===== config.mk =====
export PLATFORM = sky130hd
export DESIGN_NAME = hsmb_bridge
export DESIGN_NICKNAME = d
export VERILOG_FILES = /design/src/verilog/hsmb_pkg.sv /design/src/verilog/hsmb_bridge.sv /design/src/verilog/hsmb_arbiter.sv
export VERILOG_INCLUDE_DIRS = /design/src /design/src/verilog
export SDC_FILE = /design/constraint.sdc
export NUM_CORES = 1
export LEC_CHECK = 0
export ABC_AREA = 1
export BUFFER_PORTS_ARGS = -buffer_cell sky130_fd_sc_hd__buf_2
export CELL_PAD_IN_SITES_DETAIL_PLACEMENT = 2
export CELL_PAD_IN_SITES_GLOBAL_PLACEMENT = 2
export CORE_MARGIN = 2
export CORE_UTILIZATION = 24
export CTS_CLUSTER_DIAMETER = 60
export DETAILED_ROUTE_END_ITERATION = 10
export PLACE_DENSITY = 0.95
export SLEW_MARGIN = 20
export SYNTH_ARGS = -nofsm -noshare
export SYNTH_HDL_FRONTEND = slang
export SYNTH_SLANG_ARGS = --single-unit
export TNS_END_PERCENT = 100

===== constraint.sdc =====
create_clock -name clk -period 4.4 [get_ports clk]
set_input_delay 0.44 -clock clk [delete_from_list [all_inputs] [get_ports clk]]
set_output_delay 0.44 -clock clk [all_outputs]
set_load 0.05 [all_outputs]

===== src/verilog/hsmb_defs.svh =====
// Constants for the host shared memory window bridge.
// Assumes a 16-bit ISA-style host side and a 32-bit shared buffer RAM.
//
// Functional notes
// - No host memory response until mapping enabled
// - Decode separate I/O and memory host spaces
// - Processor held in reset until run bit
// - Arbitrate and serialize simultaneous buffer accesses
// - Convert 32-bit buffer words to 16-bit host
// - Buffer 32 bits wide, 128k to 2M words
// - Extended mode: 1 MB window between 1-16 MB
// - Paged mode: 64 kB window below 16 MB
// - Page register selects visible 64 kB segment
// - Host decoding spans 16 MB of addresses
`ifndef HSMB_DEFS_SVH
`define HSMB_DEFS_SVH

// I/O block sits at host I/O 0x300, eight word slots holding five registers
`define HSMB_IO_BASE 7'h60
`define HSMB_REG_CTRL 3'h0
`define HSMB_REG_EXTBASE 3'h1
`define HSMB_REG_PAGE 3'h2
`define HSMB_REG_PAGEBASE 3'h3
`define HSMB_REG_STATUS 3'h4

// Control register fields
`define HSMB_CTRL_MEMEN 0
`define HSMB_CTRL_RUN 1
`define HSMB_CTRL_PAGED 2

// Status register fields
`define HSMB_STAT_BUSY 0
`define HSMB_STAT_RUN 1
`define HSMB_STAT_SIZE_LO 2
`define HSMB_STAT_CNT_LO 8

// Reset values
`define HSMB_RST_EXTBASE 4'h1
`define HSMB_RST_PAGE 7'h00
`define HSMB_RST_PAGEBASE 8'h0D

// Largest legal fitted-size code: 2M words
`define HSMB_SIZE_MAX 3'h4

`endif


===== src/verilog/hsmb_pkg.sv =====
// Types shared by the bridge modules.
// Assumes the constants header is compiled alongside.
package hsmb_pkg;

  typedef enum {
    HS_IDLE,
    HS_REQ,
    HS_RDATA,
    HS_DONE
  } hsmb_host_state_e;

  typedef enum logic {
    HSMB_MAP_EXT,
    HSMB_MAP_PAGED
  } hsmb_map_e;

endpackage


===== src/verilog/hsmb_bridge.sv =====
// Host to shared buffer bridge: I/O control registers, memory
// window decode, host cycle sequencing and buffer port mux.
// Assumes a synchronous RAM with read data one cycle after enable.
`timescale 1ns/1ps
`include "hsmb_defs.svh"
module hsmb_bridge (
  // Clock and reset
  input wire logic clk,
  input wire logic rst,
  // Host I/O register port
  input wire logic [9:0] regAddr,
  input wire logic [15:0] regWrData,
  input wire logic regWr,
  input wire logic regRd,
  output logic [15:0] regRdData,
  // Host memory cycle port
  input wire logic [23:0] hostMemAddr,
  input wire logic [1:0] hostMemBe,
  input wire logic [15:0] hostMemWrData,
  input wire logic hostMemRd,
  input wire logic hostMemWr,
  output logic hostMemSel,
  output logic hostMemWait,
  output logic hostMemDone,
  output logic [15:0] hostMemRdData,
  // Fitted buffer size strap
  input wire logic [2:0] memSizeSel,
  // Processor side
  output logic dspResetN,
  input wire logic dspReq,
  input wire logic dspWe,
  input wire logic [20:0] dspAddr,
  input wire logic [31:0] dspWrData,
  output logic dspGnt,
  output logic dspAck,
  output logic [31:0] dspRdData,
  // Shared buffer memory port
  output logic memEn,
  output logic memWe,
  output logic [20:0] memAddr,
  output logic [3:0] memBe,
  output logic [31:0] memWrData,
  input wire logic [31:0] memRdData
);

  // ----------------------------------------------------------
  // Control registers
  // ----------------------------------------------------------
  logic memEnable_r;
  logic dspRun_r;
  hsmb_pkg::hsmb_map_e mapMode_r;
  logic [3:0] extBase_r;
  logic [6:0] page_r;
  logic [7:0] pageBase_r;
  logic [7:0] conflictCnt_r;
  logic [15:0] regRdData_r;
  logic ioHit;
  logic [2:0] regIdx;
  logic [2:0] sizeCode;

  // I/O space decode is separate from the memory window
  assign ioHit = regAddr[9:3] == `HSMB_IO_BASE;
  assign regIdx = regAddr[2:0];
  assign sizeCode = (memSizeSel > `HSMB_SIZE_MAX) ?
                    `HSMB_SIZE_MAX : memSizeSel;

  // Power-up leaves the window closed and the processor in reset
  always_ff @(posedge clk) begin
    if (rst) begin
      memEnable_r <= 1'b0;
      dspRun_r <= 1'b0;
      mapMode_r <= hsmb_pkg::HSMB_MAP_EXT;
    end else if (regWr && ioHit && regIdx == `HSMB_REG_CTRL) begin
      memEnable_r <= regWrData[`HSMB_CTRL_MEMEN];
      dspRun_r <= regWrData[`HSMB_CTRL_RUN];
      mapMode_r <= hsmb_pkg::hsmb_map_e'(regWrData[`HSMB_CTRL_PAGED]);
    end
  end

  always_ff @(posedge clk) begin
    if (rst) begin
      extBase_r <= `HSMB_RST_EXTBASE;
    end else if (regWr && ioHit && regIdx == `HSMB_REG_EXTBASE) begin
      extBase_r <= regWrData[3:0];
    end
  end

  always_ff @(posedge clk) begin
    if (rst) begin
      page_r <= `HSMB_RST_PAGE;
    end else if (regWr && ioHit && regIdx == `HSMB_REG_PAGE) begin
      page_r <= regWrData[6:0];
    end
  end

  always_ff @(posedge clk) begin
    if (rst) begin
      pageBase_r <= `HSMB_RST_PAGEBASE;
    end else if (regWr && ioHit && regIdx == `HSMB_REG_PAGEBASE) begin
      pageBase_r <= regWrData[7:0];
    end
  end

  // Processor reset follows the run bit, at any time
  always_ff @(posedge clk) begin
    if (rst) begin
      dspResetN <= 1'b0;
    end else begin
      dspResetN <= dspRun_r;
    end
  end

  // ----------------------------------------------------------
  // Host window decode
  // ----------------------------------------------------------
  logic extHit;
  logic pagedHit;
  logic [20:0] hostWord;
  logic inRange;
  logic hostHit;
  logic hostCmd;

  // Full 24-bit host address, a 16 MB span
  assign extHit = extBase_r != 4'h0 &&
                  hostMemAddr[23:20] == extBase_r;
  assign pagedHit = hostMemAddr[23:16] == pageBase_r;

  // Upper page bits pick the 1 MB bank in extended mode
  always_comb begin
    if (mapMode_r == hsmb_pkg::HSMB_MAP_PAGED) begin
      hostWord = {page_r, hostMemAddr[15:2]};
    end else begin
      hostWord = {page_r[6:4], hostMemAddr[19:2]};
    end
  end

  // Addresses past the fitted buffer are not claimed
  always_comb begin
    case (sizeCode)
      3'h0: inRange = hostWord[20:17] == 4'h0;
      3'h1: inRange = hostWord[20:18] == 3'h0;
      3'h2: inRange = hostWord[20:19] == 2'h0;
      3'h3: inRange = !hostWord[20];
      default: inRange = 1'b1;
    endcase
  end

  assign hostCmd = hostMemRd || hostMemWr;
  assign hostHit = memEnable_r && inRange &&
                   (mapMode_r == hsmb_pkg::HSMB_MAP_PAGED ?
                    pagedHit : extHit);

  // ----------------------------------------------------------
  // Host cycle sequencer
  // ----------------------------------------------------------
  hsmb_pkg::hsmb_host_state_e hostState_r;
  logic [20:0] hostWord_r;
  logic hostHalf_r;
  logic hostWe_r;
  logic [1:0] hostBe_r;
  logic [15:0] hostWrData_r;
  logic [15:0] hostMemRdData_r;
  logic hostReq;
  logic gntHost;
  logic contended;

  // Commands during a busy cycle are dropped; wait holds the host
  always_ff @(posedge clk) begin
    if (rst) begin
      hostState_r <= hsmb_pkg::HS_IDLE;
    end else begin
      unique case (hostState_r)
        hsmb_pkg::HS_IDLE: begin
          if (hostCmd && hostHit) begin
            hostState_r <= hsmb_pkg::HS_REQ;
          end
        end
        hsmb_pkg::HS_REQ: begin
          if (gntHost) begin
            hostState_r <= hostWe_r ? hsmb_pkg::HS_DONE :
                           hsmb_pkg::HS_RDATA;
          end
        end
        hsmb_pkg::HS_RDATA: hostState_r <= hsmb_pkg::HS_DONE;
        hsmb_pkg::HS_DONE: hostState_r <= hsmb_pkg::HS_IDLE;
      endcase
    end
  end

  // Capture the cycle so the host bus may float behind wait
  always_ff @(posedge clk) begin
    if (rst) begin
      hostWord_r <= 21'h000000;
      hostHalf_r <= 1'b0;
      hostWe_r <= 1'b0;
      hostBe_r <= 2'h0;
      hostWrData_r <= 16'h0000;
    end else if (hostState_r == hsmb_pkg::HS_IDLE && hostCmd &&
                 hostHit) begin
      hostWord_r <= hostWord;
      hostHalf_r <= hostMemAddr[1];
      hostWe_r <= hostMemWr;
      hostBe_r <= hostMemBe;
      hostWrData_r <= hostMemWrData;
    end
  end

  // Pick the addressed half of the 32-bit word
  always_ff @(posedge clk) begin
    if (rst) begin
      hostMemRdData_r <= 16'h0000;
    end else if (hostState_r == hsmb_pkg::HS_RDATA) begin
      hostMemRdData_r <= hostHalf_r ? memRdData[31:16] :
                         memRdData[15:0];
    end
  end

  assign hostReq = hostState_r == hsmb_pkg::HS_REQ;
  assign hostMemSel = hostHit;
  assign hostMemWait = (hostState_r == hsmb_pkg::HS_IDLE) ?
                       (hostCmd && hostHit) :
                       (hostState_r != hsmb_pkg::HS_DONE);
  assign hostMemDone = hostState_r == hsmb_pkg::HS_DONE;
  assign hostMemRdData = hostMemRdData_r;

  // ----------------------------------------------------------
  // Arbitration and buffer port
  // ----------------------------------------------------------
  logic dspReqGated;

  // A processor held in reset can not take the buffer
  assign dspReqGated = dspReq && dspResetN;

  hsmb_arbiter u_arb (
    .clk(clk),
    .rst(rst),
    .hostReq(hostReq),
    .dspReq(dspReqGated),
    .gntHost(gntHost),
    .gntDsp(dspGnt),
    .contended(contended)
  );

  // Only one side drives the buffer in any cycle
  always_comb begin
    memEn = gntHost || dspGnt;
    if (gntHost) begin
      memWe = hostWe_r;
      memAddr = hostWord_r;
      memWrData = {hostWrData_r, hostWrData_r};
      memBe = hostHalf_r ? {hostBe_r, 2'h0} : {2'h0, hostBe_r};
    end else begin
      memWe = dspGnt && dspWe;
      memAddr = dspAddr;
      memWrData = dspWrData;
      memBe = 4'hF;
    end
  end

  always_ff @(posedge clk) begin
    if (rst) begin
      dspAck <= 1'b0;
    end else begin
      dspAck <= dspGnt;
    end
  end

  // RAM output register feeds the processor directly
  assign dspRdData = memRdData;

  // ----------------------------------------------------------
  // Collision counter and register readback
  // ----------------------------------------------------------
  logic statClr;

  assign statClr = regWr && ioHit && regIdx == `HSMB_REG_STATUS;

  // A collision in the clearing cycle is still counted
  always_ff @(posedge clk) begin
    if (rst) begin
      conflictCnt_r <= 8'h00;
    end else if (contended) begin
      if (statClr) begin
        conflictCnt_r <= 8'h01;
      end else if (conflictCnt_r != 8'hFF) begin
        conflictCnt_r <= conflictCnt_r + 8'h01;
      end
    end else if (statClr) begin
      conflictCnt_r <= 8'h00;
    end
  end

  always_ff @(posedge clk) begin
    if (rst) begin
      regRdData_r <= 16'h0000;
    end else if (regRd && ioHit) begin
      unique case (regIdx)
        `HSMB_REG_CTRL: regRdData_r <= {13'h0000, mapMode_r == 
          hsmb_pkg::HSMB_MAP_PAGED, dspRun_r, memEnable_r};
        `HSMB_REG_EXTBASE: regRdData_r <= {12'h000, extBase_r};
        `HSMB_REG_PAGE: regRdData_r <= {9'h000, page_r};
        `HSMB_REG_PAGEBASE: regRdData_r <= {8'h00, pageBase_r};
        `HSMB_REG_STATUS: regRdData_r <= {conflictCnt_r, 3'h0,
          sizeCode, dspResetN, hostState_r != hsmb_pkg::HS_IDLE};
        default: regRdData_r <= 16'h0000;
      endcase
    end else begin
      regRdData_r <= 16'h0000;
    end
  end

  assign regRdData = regRdData_r;

  // ----------------------------------------------------------
  // Checks
  // ----------------------------------------------------------
  a_window_closed: assert property (
    @(posedge clk) disable iff (rst)
    $rose(hostMemWait) |-> memEnable_r)
    else $error("host cycle claimed while mapping disabled");

  a_io_miss_zero: assert property (
    @(posedge clk) disable iff (rst)
    regRd && !ioHit |=> regRdData == 16'h0000)
    else $error("unmapped I/O read returned data");

  a_reset_no_grant: assert property (
    @(posedge clk) disable iff (rst)
    !dspRun_r |=> !dspGnt)
    else $error("processor granted while held in reset");

  a_half_lanes: assert property (
    @(posedge clk) disable iff (rst)
    gntHost |-> (memBe[3:2] == 2'h0 || memBe[1:0] == 2'h0))
    else $error("host access drove both halves");

  a_fitted_size: assert property (
    @(posedge clk) disable iff (rst)
    gntHost && sizeCode == 3'h0 |-> memAddr[20:17] == 4'h0)
    else $error("host access beyond fitted buffer");

  a_ext_bounds: assert property (
    @(posedge clk) disable iff (rst)
    hostMemSel && mapMode_r == hsmb_pkg::HSMB_MAP_EXT |->
    hostMemAddr[23:20] != 4'h0 && hostMemAddr[23:20] == extBase_r)
    else $error("extended window outside 1-16 MB");

  a_page_segment: assert property (
    @(posedge clk) disable iff (rst)
    hostMemSel && hostCmd && hostState_r == hsmb_pkg::HS_IDLE &&
    mapMode_r == hsmb_pkg::HSMB_MAP_PAGED ##1 gntHost |->
    memAddr[20:14] == $past(page_r))
    else $error("paged window ignored the page register");

  a_wait_bound: assert property (
    @(posedge clk) disable iff (rst)
    hostState_r == hsmb_pkg::HS_IDLE && hostCmd && hostHit |->
    hostMemWait ##1 hostMemWait[*1] ##[1:3] hostMemDone)
    else $error("host cycle not finished in bounded time");

endmodule


===== src/verilog/hsmb_arbiter.sv =====
// Two-way arbiter for the shared buffer memory port.
// Assumes each requester holds its request until granted.
`timescale 1ns/1ps
module hsmb_arbiter (
  // Clock and reset
  input wire logic clk,
  input wire logic rst,
  // Requests
  input wire logic hostReq,
  input wire logic dspReq,
  // Grants
  output logic gntHost,
  output logic gntDsp,
  output logic contended
);

  logic lastHost_r;

  // Alternate on collision so neither side starves
  always_comb begin
    contended = hostReq && dspReq;
    if (contended) begin
      gntHost = !lastHost_r;
      gntDsp = lastHost_r;
    end else begin
      gntHost = hostReq;
      gntDsp = dspReq;
    end
  end

  always_ff @(posedge clk) begin
    if (rst) begin
      lastHost_r <= 1'b0;
    end else if (gntHost || gntDsp) begin
      lastHost_r <= gntHost;
    end
  end

  a_grant_exclusive: assert property (
    @(posedge clk) disable iff (rst) !(gntHost && gntDsp))
    else $error("both sides granted the buffer");

  // Host, when it loses a collision, is served in the very next cycle
  a_grant_alternates: assert property (
    @(posedge clk) disable iff (rst)
    contended && gntDsp && hostReq |=> gntHost)
    else $error("host not served after losing a collision");

endmodule


# Word-level counts from Yosys, hierarchy flattened
# Index checks and enable logic that the tools add are counted.
# totals
register_bits	138
in_bits	164
out_inout_bits	129
wordCells	97
# classes
addsub	1
n_lt_le_gt_ge	1
n_eq_ne	20
n_mux	22
bitwise	1
reduce_logical	34
# op_table
op	count
32-bit case mux with 4 select lines	1
32-bit by 2-bit == test with 1-bit output (second input constant)	3
32-bit 2-to-1 mux	3
16-bit case mux with 5 select lines	1
32-bit by 3-bit == test with 1-bit output (second input constant)	2
32-bit zero test	2
32-bit by 1-bit == test with 1-bit output (second input constant)	1
8-bit 2-to-1 mux	4
32-bit by 3-bit inequality test with 1-bit output (second input constant)	1
32-bit nonzero test	1
21-bit 2-to-1 mux	1
18-bit 2-to-1 mux	1
1-bit logical AND	16
16-bit 2-to-1 mux	1
3-bit by 2-bit == test with 1-bit output (second input constant)	4
3-bit zero test	3
8-bit by 1-bit adder with 8-bit output (second input constant)	1
8-bit == test	1
4-bit 2-to-1 mux	2
8-bit inequality test (second input constant)	1
7-bit == test (second input constant)	1
3-bit by 1-bit == test with 1-bit output (second input constant)	2
1-bit 2-to-1 mux	6
4-bit == test	1
other kinds (15)	19

# Logic depth before layout (Yosys ltp)
# Gate-level depths: netlist (run 1).
# depth
ltp_word	9
ltp_mapped	14
mapped_depth_nobuf	13

# By module
# From an unflattened synthesis (run 1), not the netlist that was laid out.
# hier_totals
hier_cells	824
area_unflattened_um2	5434.0
# by_module_without_submodules
mod	instances	cells_per_inst	area_per_inst_um2	seq_area_each_um2
hsmb_bridge	1	813	5373.9	2142.1
hsmb_arbiter	1	11	60.1	20.0

# Least setup slack after synthesis (run 1)
# No wires, ideal clock.
# synth_timing
path_type	register to output
from	register dspResetN
to	output memWe
arrival_time_ns	2.720
required_time_ns	3.960
setup_slack_ns	1.240
path_stages_with_launch	5
path_buffers	0
path_cell_list	dfxtp_1 nand2_1 o21ai_0 nand2_1 o21ai_0
# synth_via
elab_chain_cells	5
elab_cells_between_ends	6
cone_classes	mux: 3; reduce/logical: 3
# synth_rtl
item	line_no	source
start, declared	hsmb_bridge.sv:29	output logic dspResetN,
start signal, assigned	hsmb_bridge.sv:109	dspResetN <= dspRun_r;
1-bit logical AND *	hsmb_bridge.sv:232	assign dspReqGated = dspReq && dspResetN;
1-bit logical AND	hsmb_arbiter.sv:21	contended = hostReq && dspReq;
1-bit 2-to-1 mux *	hsmb_arbiter.sv:22	if (contended) begin
via dspGnt	hsmb_bridge.sv:34	output logic dspGnt,
1-bit logical AND *	hsmb_bridge.sv:253	memWe = dspGnt && dspWe;
1-bit 2-to-1 mux *	hsmb_bridge.sv:247	if (gntHost) begin
end, declared	hsmb_bridge.sv:39	output logic memWe,
# The timed path passes the listed nets; every way through them passes the cells marked *.

# Final worst setup path (run 1)
# layout_timing
from	register hostState_r[1]
to	output memWrData[31]
# layout_via
elab_chain_cells	4
# layout_rtl
item	line_no	source
start, declared	hsmb_bridge.sv:156	hsmb_pkg::hsmb_host_state_e hostState_r;
start signal, assigned	hsmb_bridge.sv:170	hostState_r <= hsmb_pkg::HS_IDLE;
start signal, assigned	hsmb_bridge.sv:175	hostState_r <= hsmb_pkg::HS_REQ;
start signal, assigned	hsmb_bridge.sv:180	hostState_r <= hostWe_r ? hsmb_pkg::HS_DONE :
32-bit by 2-bit == test with 1-bit output *	hsmb_bridge.sv:218	assign hostReq = hostState_r == hsmb_pkg::HS_REQ;
1-bit logical AND	hsmb_arbiter.sv:21	
1-bit 2-to-1 mux *	hsmb_arbiter.sv:22	
32-bit 2-to-1 mux *	hsmb_bridge.sv:247	
end, declared	hsmb_bridge.sv:42	output logic [31:0] memWrData,
# Every way passes the cells marked *; elsewhere a longest branch is shown, timed or not.

==> results.toml, run 1 <==
[status]
status = "complete, no violations"

[clock_tree]
clk_latency_ns = 0.36
clk_pin_slew_worst_paths_ns = 0.08
cts.sinks = 108
cts.hold.buffers_added = 0
cts.root.buffer_cell = "clkbuf_16"
clock_path_buffers = 2
htreeDepth = 3
cts_buffers = 9
cts_tree = "done"
cts_resized = 0
post-cts-setup-buffers = 0

[die]
fp.dieW_um = 157
dieArea_um2 = 24500
rows = 55
die_y_um = 157
initial_core_util_pct = 24.6
io-pin-count = 293
core_region_area_um2 = 22800

[placement]
place.gp.congestion = 0.866
hpwl_um = 18300
io_buffers = 283
post-place-ws_ns = 1.08

[timing]
rsz0062_at_grt = "no"
timing_worst_slew_pin_value_ns = 0.981
slew_headroom_pct = 34.1
timing.final.crit_share_pct = 82.8
fmax_mhz = 274
setup_viol = 0
setup_tns_ns = 0
post-route-min-period_ns = 3.64
final.setup.worst_slack_ns = 0.755
skew_ns = 0.0103
slew_violations = 0
hold_viol = 0

[worst_setup_path]
crit_chain = "inv_1 -> ha_1 -> inv_1 -> nor2_1 -> nand2_1 -> nand2_2 -> inv_1 -> nand2_1 -> nand2_1 -> buf_2"
rr_worst_depth = 13
crit_fanout = 30
worstPathArrival_ns = 3.20
cp-startpoint = "hostState_r[1]$_SDFFE_PP0P_"
cp-start-kind = "register"
cpLargestDelayFamily = "simple AND/OR/NAND/NOR gates"
r2r_end = "hostWe_r$_SDFFE_PP0P_"
reg2reg_slack_ns = 1.51
end_kind = "output pin"
setup.worst_path.class = "reg -> out"
path_buf_inv = 4
r2r-start = "mapMode_r$_SDFFE_PP0P_"
max_stage_delay_ns = 0.47
required_ns = 3.96
slowest_stage = "inv_1"

[hold_path]
hold_depth = 3
min_to = "hostWord_r[7]$_SDFFE_PP0P_"
hold_path.class = "in -> reg"
min_from = "hostMemAddr[9]"

[logic_synthesis]
synthTopCellsByArea = "dfxtp_1, nand2_1, inv_1, nor2_1, o21ai_0"
syn-instance-count = 850
netlist.area_leader.share_pct = 38.7
synth_area_um2 = 5590
syn_nets = 1019
synth_seq_cells = 108
seq_area_frac_synth_pct = 38.7
synthFlopType = "dfxtp_1"
synthArstFlopShare_pct = 0
synth_area_per_cell_um2 = 6.58
synth_warnings = 0
yosysTopAreaCell = "dfxtp_1"
ys_types = 31
synth-edff-count = 0

[global_route]
grt_first_pass_wirelength_um = 35100
grt_pass1_vias = 6549
grt_max_degree = 64
antenna_found_initial = 0
overflow = 0
grt_usage_pct = 18.3

[power_and_ir_drop]
powerDensity_nw_per_um2 = 440
p_leak_uw = 0.00377
ir_drop_v = 0.000150

[layout]
drive_gt1_share_pct = 29.2
syn_to_final_growth_pct = 30.4
final_cell_mix = "buf_2, nand2_1, dfxtp_1"
layout_commonest_cell = "buf_2"
fin_nets = 1245
antenna_cells = 0

[drt]
first_pass_iters = 6
viasPerCell = 4.56
drc = 0
ant_nets = 0
wl_per_cell_um = 16.5
wirelength_um = 23000
via_count = 6348
drt_iter0_drc = 198

[run]
maxCapViolCount = 0
-- power breakdown --
group / switching, µW / total, µW / leakage, µW / internal, µW
combinational: 1010 / 1280 / 0.00275 / 273
clock: 403 / 850 / 0.000148 / 448
sequential: 37.6 / 1080 / 0.000872 / 1040
-- worst max path at each step --
stage | endpoint | slack (ns) | depth (start not counted)
finish | memWrData[31] | 0.76 | 10
global route | memWrData[15] | 0.40 | 10
CTS | memWrData[31] | 0.67 | 10
detailed placement | memWrData[31] | 1.08 | 10
global placement | memWrData[31] | 1.20 | 10
floorplan | memWe | 1.24 | 4
-- worst min-delay path, cell delays in order --
cell and delay, ns:
buf_2 0.07, nor2_1 0.03, nor2_1 0.08
-- per-stage QoR --
stage | total power [µW] | cells | hold slack (ns) | util, % | instance area, µm²
after floorplan | 2050 | 850 | 0.430 | - | 5590
after global placement | 2350 | 1378 | 0.449 | 30.7 | 6990
after detailed placement | 2390 | 1378 | 0.458 | 30.7 | 7000
after CTS | 3250 | 1393 | 0.298 | 32.0 | 7290
after global routing | 3370 | 1393 | 0.314 | 32.0 | 7300
final | 3210 | 1393 | 0.308 | 32.0 | 7300
-- flip-flops by register name (all words and copies together), names as in the netlist, 2 cells and up --
name / count
regRdData: 16
conflictCnt_r: 8
extBase_r: 4
hostWord_r: 21
hostBe_r: 2
hostState_r: 2
pageBase_r: 8
hostWrData_r: 16
hostMemRdData: 16
page_r: 7
-- logic make-up after synthesis --
kind of cell | after synthesis | synth area share, %
compound gates | 133 | 13.2
xor+xnor | 7 | 1.10
buf+inv | 165 | 14.1
flops | 108 | 38.7
fa+ha+maj | 5 | 1.12
simple gates | 432 | 31.8
-- synth_stat cells (2+ instances only) --
library cell  count
clkbuf_1         25
buf_4            32
a221oi_1          2
nor3_1           15
clkinv_1          2
a22oi_1           2
buf_2            10
xnor2_1           7
ha_1              5
nand3_1          35
inv_1            87
dfxtp_1         108
o22ai_1           5
nand2_1         274
o211ai_1         19
and3_1            2
inv_2             4
a21oi_1          50
nand4_1          20
buf_6             5
nor2_1           78
nand2_2           3
o21ai_0          52
-- metal layers --
layer	wire [µm]	GRT usage, %	vias up
li1	-	-	3117
met1	9610	21.3	3030
met2	11900	34.1	181
met3	1190	3.38	20
met4	389	5.29	0
met5	0	0	-
-- area by class of cell --
class	instances	area, µm²
clock buffers	9	225
clock inverters	6	72.6
fillers	2817	15500
inverters	93	352
multi-input cells	577	2650
flip-flops and latches	108	2160
well taps	313	392
repair buffers	287	1450
(Power assumes the default switching activity.)
==> run 2, diff against run 1 <==
--- a/config.mk
+++ b/config.mk
@@ -11,10 +11,10 @@
 export CELL_PAD_IN_SITES_DETAIL_PLACEMENT = 2
 export CELL_PAD_IN_SITES_GLOBAL_PLACEMENT = 2
 export CORE_MARGIN = 2
-export CORE_UTILIZATION = 24
+export CORE_UTILIZATION = 20
 export CTS_CLUSTER_DIAMETER = 60
 export DETAILED_ROUTE_END_ITERATION = 10
-export PLACE_DENSITY = 0.95
+export PLACE_DENSITY = 0.86
 export SLEW_MARGIN = 20
 export SYNTH_ARGS = -nofsm -noshare
 export SYNTH_HDL_FRONTEND = slang
==> constraint.sdc (replaced) <==
create_clock -name clk -period 3.3 [get_ports clk]
set_input_delay 0.33 -clock clk [delete_from_list [all_inputs] [get_ports clk]]
set_output_delay 0.33 -clock clk [all_outputs]
set_load 0.05 [all_outputs]
==> run 2 against run 1 <==
  * Clock power up 40%
  * Critical path type unchanged
  * Clock-buffer cell count increased by 1
  * Worst setup slack worse by 0.44 ns
  * Critical endpoint is now memAddr[17]
  * Largest cell class unchanged
==> results.toml, run 2 (synthesis gave the netlist of run 1 again) <==
[hold_path]
hold_path.class = "in -> reg"

[clock_tree]
htreeDepth = 3
clk_pin_slew_worst_paths_ns = 0.08
post-cts-setup-buffers = 0
cts_resized = 0
cts_tree = "done"
clock_path_buffers = 2
cts.root.buffer_cell = "clkbuf_16"
cts_buffers = 9
clk_latency_ns = 0.36
cts.sinks = 108
cts.hold.buffers_added = 0

[global_route]
overflow = 0
grt_first_pass_wirelength_um = 35100
antenna_found_initial = 0
grt_usage_pct = 15.4
grt_max_degree = 47
grt_pass1_vias = 6641

[worst_setup_path]
required_ns = 2.97
max_stage_delay_ns = 0.34
cpLargestDelayFamily = "simple AND/OR/NAND/NOR gates"
end_kind = "output pin"
slowest_stage = "dfxtp_1"
path_buf_inv = 4
crit_fanout = 46
crit_chain = "inv_1 -> ha_1 -> inv_1 -> nor2_2 -> nand2_1 -> nand2_2 -> buf_6 -> nand2_1 -> nand2_1 -> buf_2"
cp-start-kind = "register"
setup.worst_path.class = "reg -> out"
worstPathArrival_ns = 2.66
crit_path_frequent_cell = "nand2_1"

[layout]
largest_reg_flops = 21
antenna_cells = 0
drive_gt1_share_pct = 30.1
syn_to_final_growth_pct = 33.9
fin_nets = 1255
layout_commonest_cell = "buf_2"
final_cell_mix = "buf_2, nand2_1, dfxtp_1"
regMostFlops = "hostWord_r"
finish.utilization_pct = 27.1

[drt]
viasPerCell = 4.32
first_pass_iters = 4
drt_iter0_drc = 196
drc = 0
ant_nets = 0
via_count = 6351
wl_per_cell_um = 15.8
wirelength_um = 23300

[placement]
io_buffers = 283
hpwl_um = 18600
post-place-ws_ns = 0.439
place.gp.congestion = 0.829

[die]
io-pin-count = 293
dieArea_um2 = 29300
core_region_area_um2 = 27600
initial_core_util_pct = 20.2
die_y_um = 171
fp.dieW_um = 171
rows = 61

[timing]
slew_headroom_pct = 49.2
setup_tns_ns = 0
skew_ns = 0.0146
post-route-min-period_ns = 2.99
slew_violations = 0
setup_viol = 0
final.setup.worst_slack_ns = 0.311
fmax_mhz = 335
rsz0062_at_grt = "no"
hold_viol = 0
timing_worst_slew_pin_value_ns = 0.754
timing.final.crit_share_pct = 90.6

[status]
status = "complete, no violations"

[power_and_ir_drop]
ir_drop_v = 0.000158
powerDensity_nw_per_um2 = 582
p_leak_uw = 0.00382

[run]
maxCapViolCount = 0
==> run 2: worst reg2reg max path: cells and delay by family, from the launching register on <==
| family | cells | cell delay, ns |
|---|---|---|
| buffers and inverters | 2 | 0.42 |
| DFF | 1 | 0.36 |
| and+or+nand+nor | 10 | 1.25 |
==> run 2: layer usage <==
| metal | track usage (%) | share of wire [%] |
|---|---|---|
| met5 | 0 | 0 |
| met3 | 3.54 | 5.7 |
| met4 | 3.68 | 1.2 |
| met2 | 28.8 | 51 |
| met1 | 17.6 | 42 |
==> run 2: area by class of cell <==
type	count	area, µm²
fillers	3436	20100
clock inverters	6	75.1
multi-input cells	577	2650
flip-flops and latches	108	2160
repair buffers	296	1530
clock buffers	10	239
repair inverters	1	7.51
inverters	93	353
well taps	378	473
==> run 2: worst paths after layout <==
check	start	endpoint	slack [ns]	cells after the start
min	hostMemAddr[15]	hostWord_r[13]$_SDFFE_PP0P_	0.19	3
max reg2reg	mapMode_r$_SDFFE_PP0P_	hostWord_r[20]$_SDFFE_PP0P_	1.15	12
min reg2reg	hostWrData_r[0]$_SDFFE_PP0P_	hostWrData_r[0]$_SDFFE_PP0P_	0.47	2
max	hostState_r[1]$_SDFFE_PP0P_	memAddr[17]	0.31	10
==> run 2: power breakdown <==
| part | switching [µW] | internal (µW) |
|---|---|---|
| Clock | 561 | 625 |
| Combinational | 1350 | 387 |
| Sequential | 50.0 | 1390 |
| Total | 1960 | 2400 |
==> run 2: per-stage QoR <==
stage                     std cells  cell area (µm²)  hold slack (ns)  total power (µW)
after floorplan                 850             5590            0.430              2730
after global placement         1452             7150            0.450              3170
after detailed placement       1452             7150            0.457              3210
after CTS                      1468             7470            0.168              4440
after global routing           1469             7490            0.194              4590
final                          1469             7490            0.193              4360
